### src/shared/kil_pkg.sv
`default_nettype none
package kil_pkg;
	localparam int KIL_NPINS = 5;
	localparam logic [7:0] KIL_IDX_STATUS = 8'h1B;
	localparam logic [7:0] KIL_IDX_ENABLE = 8'h21;
	localparam logic [9:0] KIL_ADDR_STATUS = {KIL_IDX_STATUS, 2'b00};
	localparam logic [9:0] KIL_ADDR_ENABLE = {KIL_IDX_ENABLE, 2'b00};
	localparam int KIL_BIT_FLAG = 3;
	localparam int KIL_BIT_ACK = 2;
	localparam int KIL_BIT_MASK = 1;
	localparam int KIL_BIT_MODE = 0;
	localparam logic [7:0] KIL_RST_STATUS = 8'h00;
	localparam logic [7:0] KIL_RST_ENABLE = 8'h00;
	localparam logic [15:0] KIL_VEC_HI_ADDR = 16'hFFD2;
	localparam logic [15:0] KIL_VEC_LO_ADDR = 16'hFFD3;
	localparam logic [1:0] KIL_HTRANS_NONSEQ = 2'h2;
	typedef struct packed {
		logic [3:0] zero;
		logic flag;
		logic ack;
		logic mask;
		logic mode;
	} kil_status_t;
	typedef struct packed {
		logic valid;
		logic write;
		logic [9:0] addr;
	} kil_aphase_t;
endpackage : kil_pkg
`default_nettype wire

### src/hdl/kil_keypad_latch.sv
`default_nettype none
module kil_keypad_latch
	import kil_pkg::*;
#(
	parameter int NPINS = KIL_NPINS
) (
	input wire logic hclk,
	input wire logic hresetn,
	input wire logic ce,
	input wire logic hsel,
	input wire logic [31:0] haddr,
	input wire logic [1:0] htrans,
	input wire logic hwrite,
	input wire logic [2:0] hsize,
	input wire logic [31:0] hwdata,
	input wire logic hready,
	output logic hreadyout,
	output logic hresp,
	output logic [31:0] hrdata,
	input wire logic [NPINS-1:0] key_pin_in,
	input wire logic vector_fetch,
	input wire logic break_state,
	input wire logic break_clear_enable,
	output logic [NPINS-1:0] key_pullup_en,
	output logic [NPINS-1:0] key_force_input,
	output logic key_irq,
	output logic [15:0] key_vector_addr
);
	if (NPINS != KIL_NPINS) begin : g_chk
		$error("kil_keypad_latch: pin count must be five");
	end

	logic [NPINS-1:0] sync1_q;
	logic [NPINS-1:0] sync2_q;
	logic [NPINS-1:0] key_pin_enables_q;
	logic key_irq_mask_q;
	logic key_sensitivity_select_q;
	logic latch_q;
	logic latch_d;
	logic any_low_q;
	logic ack_pend_q;
	kil_aphase_t aph_q;
	kil_status_t status_rd;
	logic any_low;
	logic fall;
	logic sw_ack;
	logic ack;
	logic set_ev;
	logic clr_ev;

	assign hreadyout = 1'b1;
	assign hresp = 1'b0;

	// two flops before anything looks at the pins
	always_ff @(posedge hclk or negedge hresetn) begin
		if (!hresetn) begin
			sync1_q <= '1;
			sync2_q <= '1;
		end else if (ce) begin
			sync1_q <= key_pin_in;
			sync2_q <= sync1_q;
		end
	end

	assign any_low = |(~sync2_q & key_pin_enables_q);
	assign fall = any_low & ~any_low_q;
	assign sw_ack = aph_q.valid & aph_q.write & (aph_q.addr == KIL_ADDR_STATUS)
		& hwdata[KIL_BIT_ACK];
	// break protection only guards the software path
	assign ack = vector_fetch
		| (sw_ack & ~(break_state & ~break_clear_enable));
	assign set_ev = key_sensitivity_select_q ? any_low : fall;
	assign clr_ev = key_sensitivity_select_q ? ((ack | ack_pend_q) & ~any_low)
		: ack;
	assign latch_d = set_ev | (latch_q & ~clr_ev);

	always_ff @(posedge hclk or negedge hresetn) begin
		if (!hresetn) begin
			latch_q <= 1'b0;
			any_low_q <= 1'b0;
		end else if (ce) begin
			latch_q <= latch_d;
			any_low_q <= any_low;
		end
	end

	// ack taken while pins still low is remembered until they rise
	always_ff @(posedge hclk or negedge hresetn) begin
		if (!hresetn) begin
			ack_pend_q <= 1'b0;
		end else if (ce) begin
			if (!latch_d || fall)
				ack_pend_q <= 1'b0;
			else if (ack)
				ack_pend_q <= 1'b1;
		end
	end

	always_ff @(posedge hclk or negedge hresetn) begin
		if (!hresetn) begin
			aph_q <= '0;
		end else if (ce && hready) begin
			aph_q.valid <= hsel & (htrans == KIL_HTRANS_NONSEQ);
			aph_q.write <= hwrite;
			aph_q.addr <= haddr[9:0];
		end
	end

	always_ff @(posedge hclk or negedge hresetn) begin
		if (!hresetn) begin
			key_irq_mask_q <= KIL_RST_STATUS[KIL_BIT_MASK];
			key_sensitivity_select_q <= KIL_RST_STATUS[KIL_BIT_MODE];
			key_pin_enables_q <= KIL_RST_ENABLE[NPINS-1:0];
		end else if (ce && aph_q.valid && aph_q.write) begin
			if (aph_q.addr == KIL_ADDR_STATUS) begin
				key_irq_mask_q <= hwdata[KIL_BIT_MASK];
				key_sensitivity_select_q <= hwdata[KIL_BIT_MODE];
			end
			if (aph_q.addr == KIL_ADDR_ENABLE)
				key_pin_enables_q <= hwdata[NPINS-1:0];
		end
	end

	always_comb begin
		status_rd = '0;
		status_rd.flag = latch_q;
		status_rd.ack = 1'b0;
		status_rd.mask = key_irq_mask_q;
		status_rd.mode = key_sensitivity_select_q;
	end

	// read data captured in the address phase: zero wait states
	always_ff @(posedge hclk or negedge hresetn) begin
		if (!hresetn) begin
			hrdata <= '0;
		end else if (ce && hready) begin
			hrdata <= '0;
			if (hsel && htrans == KIL_HTRANS_NONSEQ && !hwrite) begin
				if (haddr[9:0] == KIL_ADDR_STATUS)
					hrdata <= {24'h000000, status_rd};
				else if (haddr[9:0] == KIL_ADDR_ENABLE)
					hrdata <= {{(32 - NPINS){1'b0}}, key_pin_enables_q};
			end
		end
	end

	always_ff @(posedge hclk or negedge hresetn) begin
		if (!hresetn) begin
			key_irq <= 1'b0;
			key_pullup_en <= '0;
			key_force_input <= '0;
			key_vector_addr <= KIL_VEC_HI_ADDR;
		end else if (ce) begin
			key_irq <= latch_d & ~key_irq_mask_q;
			key_pullup_en <= key_pin_enables_q;
			key_force_input <= key_pin_enables_q;
			key_vector_addr <= KIL_VEC_HI_ADDR;
		end
	end

	property p_edge_set;
		@(posedge hclk) disable iff (!hresetn)
		ce && fall && !key_sensitivity_select_q |=> latch_q;
	endproperty
	a_edge_set: assert property (p_edge_set) else $error("edge did not set latch");

	property p_no_set_when_low;
		@(posedge hclk) disable iff (!hresetn)
		ce && !key_sensitivity_select_q && !latch_q && any_low_q && !fall |=> !latch_q;
	endproperty
	a_no_set_when_low: assert property (p_no_set_when_low) else $error("set while already low");

	property p_level_hold;
		@(posedge hclk) disable iff (!hresetn)
		ce && key_sensitivity_select_q && any_low |=> latch_q;
	endproperty
	a_level_hold: assert property (p_level_hold) else $error("level mode dropped latch");

	property p_edge_clear;
		@(posedge hclk) disable iff (!hresetn)
		ce && !key_sensitivity_select_q && ack && !fall |=> !latch_q;
	endproperty
	a_edge_clear: assert property (p_edge_clear) else $error("ack did not clear");

	property p_break_protect;
		@(posedge hclk) disable iff (!hresetn)
		ce && break_state && !break_clear_enable && !vector_fetch && latch_q
			&& !key_sensitivity_select_q |=> latch_q;
	endproperty
	a_break_protect: assert property (p_break_protect) else $error("latch cleared in break");

	property p_irq;
		@(posedge hclk) disable iff (!hresetn)
		ce ##1 ce |-> key_irq == ($past(latch_d) && !$past(key_irq_mask_q));
	endproperty
	a_irq: assert property (p_irq) else $error("irq not latch and not mask");

	property p_flag_read;
		@(posedge hclk) disable iff (!hresetn)
		ce && hready && hsel && htrans == KIL_HTRANS_NONSEQ && !hwrite
			&& haddr[9:0] == KIL_ADDR_STATUS
			|=> hrdata[7:4] == 4'h0 && hrdata[KIL_BIT_ACK] == 1'b0
			&& hrdata[KIL_BIT_FLAG] == $past(latch_q);
	endproperty
	a_flag_read: assert property (p_flag_read) else $error("status read wrong");

	property p_pullup;
		@(posedge hclk) disable iff (!hresetn)
		ce ##1 ce |-> key_pullup_en == $past(key_pin_enables_q);
	endproperty
	a_pullup: assert property (p_pullup) else $error("pull-up not following enable");

	property p_sync;
		@(posedge hclk) disable iff (!hresetn)
		ce ##1 ce |-> sync2_q == $past(sync1_q);
	endproperty
	a_sync: assert property (p_sync) else $error("sync chain broken");

	c_edge: cover property (@(posedge hclk) disable iff (!hresetn) fall ##1 latch_q);
	c_level_ack: cover property (@(posedge hclk) disable iff (!hresetn)
		key_sensitivity_select_q && ack && any_low ##[1:20] !latch_q);
	c_break: cover property (@(posedge hclk) disable iff (!hresetn)
		break_state && sw_ack && latch_q);
endmodule : kil_keypad_latch
`default_nettype wire

### config.mk
export PLATFORM = sky130hd
export DESIGN_NAME = kil_keypad_latch
export DESIGN_NICKNAME = d
export VERILOG_FILES = /design/src/shared/kil_pkg.sv /design/src/hdl/kil_keypad_latch.sv
export SDC_FILE = /design/constraint.sdc
export NUM_CORES = 1
export LEC_CHECK = 0
export ABC_AREA = 1
export CORE_UTILIZATION = 55
export DETAILED_ROUTE_END_ITERATION = 10
export DONT_BUFFER_PORTS = 1
export PLACE_DENSITY = 0.73
export SYNTH_ARGS = -nofsm -noshare
export SYNTH_HDL_FRONTEND = slang
export SYNTH_SLANG_ARGS = --single-unit
export TNS_END_PERCENT = 30
### constraint.sdc
create_clock -name hclk -period 1.57 [get_ports hclk]
set_input_delay 0.314 -clock hclk [delete_from_list [all_inputs] [get_ports hclk]]
set_output_delay 0.314 -clock hclk [all_outputs]
set_load 0.01 [all_outputs]
==> flow_summary.ini <==
[run_status]
status = finished clean

[detailed_routing]
wirelength_um = 3937
drt-initial-drc-count = 78
ant_nets = 0
firstDrtPassIters = 4
drc = 0
viasPerCell = 4.783
vias = 1607
post_drt_wl_per_cell_um = 11.72

[final_layout]
nFillCells = 361
nNetsFinal = 368
drive_gt1_share_pct = 9.441
area_growth_pct = -1.076
stdcell_count = 336
n_antenna_cell = 0

[power_and_ir_drop]
leakagePower_nw = 1.238
switching_share_pct = 24.86
p_sw_mw = 0.5892
p_per_area_nw_per_um2 = 1031
p_comb_share_pct = 10.3
power_frac_clock_pct = 37.2
p_int_mw = 1.781
ir_worst_vdd_uv = 629.3
seqPwrFrac_pct = 52.6

[grt]
met1_usage_pct = 26.18
antenna_found_initial = 0
grt_pass1_vias = 1359
top_usage_layer = met2
grt_pass1_wl_um = 6375
grt_max_degree = 44
grt-ovfl-total = 0
grt_use_met3_pct = 4.452
use_met2_pct = 29.50
grt_use_total_pct = 19.45

[synth]
synth_edf_count = 0
syn_inst = 288
synth_common_cells = nand2_1, buf_4, dfrtp_1
synth-seq-cells = 43
yosysWarnings = 0
yosysSeqAreaShare_pct = 46.82
synth_area_leaders = dfrtp_1, buf_4, nand2_1
async_flop_share_pct = 100.0
yosysTopAreaCellShare_pct = 35.52
ys_types = 23
synth_most_common_cell = nand2_1
synth_flop_cell = dfrtp_1
syn_area_um2 = 2325
postSynthAreaPerCell_um2 = 8.072
synth_top_area_cell = dfrtp_1

[critical_path]
r2r_cells = 4
crit_chain = or2_4 -> nor3_1 -> nand4_1 -> o21ai_0
cp_data_required_time_ns = 1.78
crit_type = reg2reg
crit_path_max_incr_delay_ns = 0.38
path_max_fanout = 4
crit_cells = 4
cp.arrival_ns = 1.56
crit_slowest_cell = dfrtp_1
end_kind = register
start_kind = register
critical-path-top-delay-family = simple AND/OR/NAND/NOR gates
critPathBufInv = 0

[placed_design]
io_buffers = 0
place_congestion = 0.7630
placed_cells = 326
dp_hpwl_um = 2821

[clock_network]
hold_buffers = 2
cts_buffer_depth = 2
cts_resized = 0
cts_buffers = 5
cts.clk_slew.worst_paths_ns = 0.08
cts_tree = done
h-tree-depth = 2
post-cts-setup-buffers = 0
insertion_delay_ns = 0.29
clock-sinks = 43
cts_root_buffer = clkbuf_8

[timing]
setup_viol = 0
tns_ns = 0
hold_viol = 0
rsz0062_at_grt = false
finClkSkew_ns = 0.003258
fin_crit_ns = 1.359
fin_crit_sh_pct = 86.59
drv_slew = 0
clock.fmax_mhz = 735.6

[die]
ios = 144
die_h_um = 67.02
fp.dieArea_um2 = 4491
start_util_pct = 57.70
die_w_um = 67.02
core_um2 = 4029
rows = 23

[worst_hold_path]
whs_path_depth = 1
hold_class = in2reg

[run]
timing.max_cap.violations = 0
[power groups by stage]
| stage | sequential (mW) | combinational, mW | clock (mW) |
|---|---|---|---|
| after floorplan | 1.25 | 0.281 | 0 |
| after global placement | 1.26 | 0.208 | 0 |
| after detailed placement | 1.27 | 0.215 | 0 |
| after CTS | 1.25 | 0.245 | 0.892 |
| after global routing | 1.26 | 0.287 | 0.935 |
| final | 1.25 | 0.244 | 0.881 |
[layout make-up]
cell class              instances  area [um^2]  area share (%)
clock buffers                   6        82.58           3.591
clock inverters                 2        35.03           1.523
inverters                      28        105.1           4.570
multi-input cells             204        888.4           38.63
well taps                      50        62.56           2.720
flip-flops and latches         43         1089           47.33
repair buffers                  3        37.54           1.632
[flip-flops by register name (all words and copies together) (netlist names)]
name and flops:
sync1_q 5, ack_pend_q 1, key_sensitivity_select_q 1, sync2_q 5, latch_q 1, key_force_input 5, hrdata 5, key_irq 1
key_irq_mask_q 1, key_pin_enables_q 5, any_low_q 1, aph_q 12
[worst reg2reg max path, stage by stage (launching register included)]
cell and delay [ns]:
dfrtp_1 0.38, or2_4 0.27, nor3_1 0.19, nand4_1 0.21, o21ai_0 0.23
[final timing paths]
| check | slack, ns | endpoint | from |
|---|---|---|---|
| max | 0.21 | key_irq_mask_q | aph_q[9] |
| min | 0.09 | sync2_q[4] | ce |
| max reg2reg | 0.21 | key_irq_mask_q | aph_q[9] |
| min reg2reg | 0.47 | sync1_q[2] | sync1_q[2] |
| max in group asynchronous | 0.83 | sync1_q[4] | hresetn |
| min in group asynchronous | 0.48 | any_low_q | hresetn |
[layer usage]
metal | vias up | wire (um)
met1 | 731 | 1762
met3 | 7 | 324
li1 | 784 | -
met2 | 85 | 1785
met4 | 0 | 65
met5 | - | 0
[cells by family (layout without fill, tap and decap cells)]
family / count (synthesis) / count (layout) / share of synthesized area (%)
AOI/OAI and AO/OA: 29 / 29 / 6.297
buffers and inverters: 84 / 39 / 21.90
DFF: 43 / 43 / 46.82
other: 2 / 45 / 0.3230
and+or+nand+nor: 130 / 130 / 24.65
[layout by cell type, fill, tap and decap left out, drive strengths merged]
master       count
nor2            12
o22ai            1
nor3             5
buf              2
nor4             1
nand4            3
or2              2
dlygate4sd3      1
bufinv           1
o21ai           24
a21oi            4
dfstp           10
nand3            9
nand2           98
inv             27
clkinv           2
conb            45
dfrtp           33
clkbuf           6
[stage by stage]
stage / instance area (um^2) / power (mW) / hold slack, ns / setup WS [ns] / utilization [%]
floorplan: 2486 / 1.536 / 0.01841 / 0.3168 / -
global placement: 2152 / 1.471 / 0.01990 / 0.2433 / 53.42
detailed placement: 2152 / 1.481 / 0.01997 / 0.2253 / 53.42
CTS: 2300 / 2.383 / 0.08464 / 0.2130 / 57.08
global route: 2300 / 2.478 / 0.08344 / 0.1071 / 57.08
finish: 2300 / 2.370 / 0.08962 / 0.2105 / 57.08
Note: power is estimated with default switching activity, not from simulation.
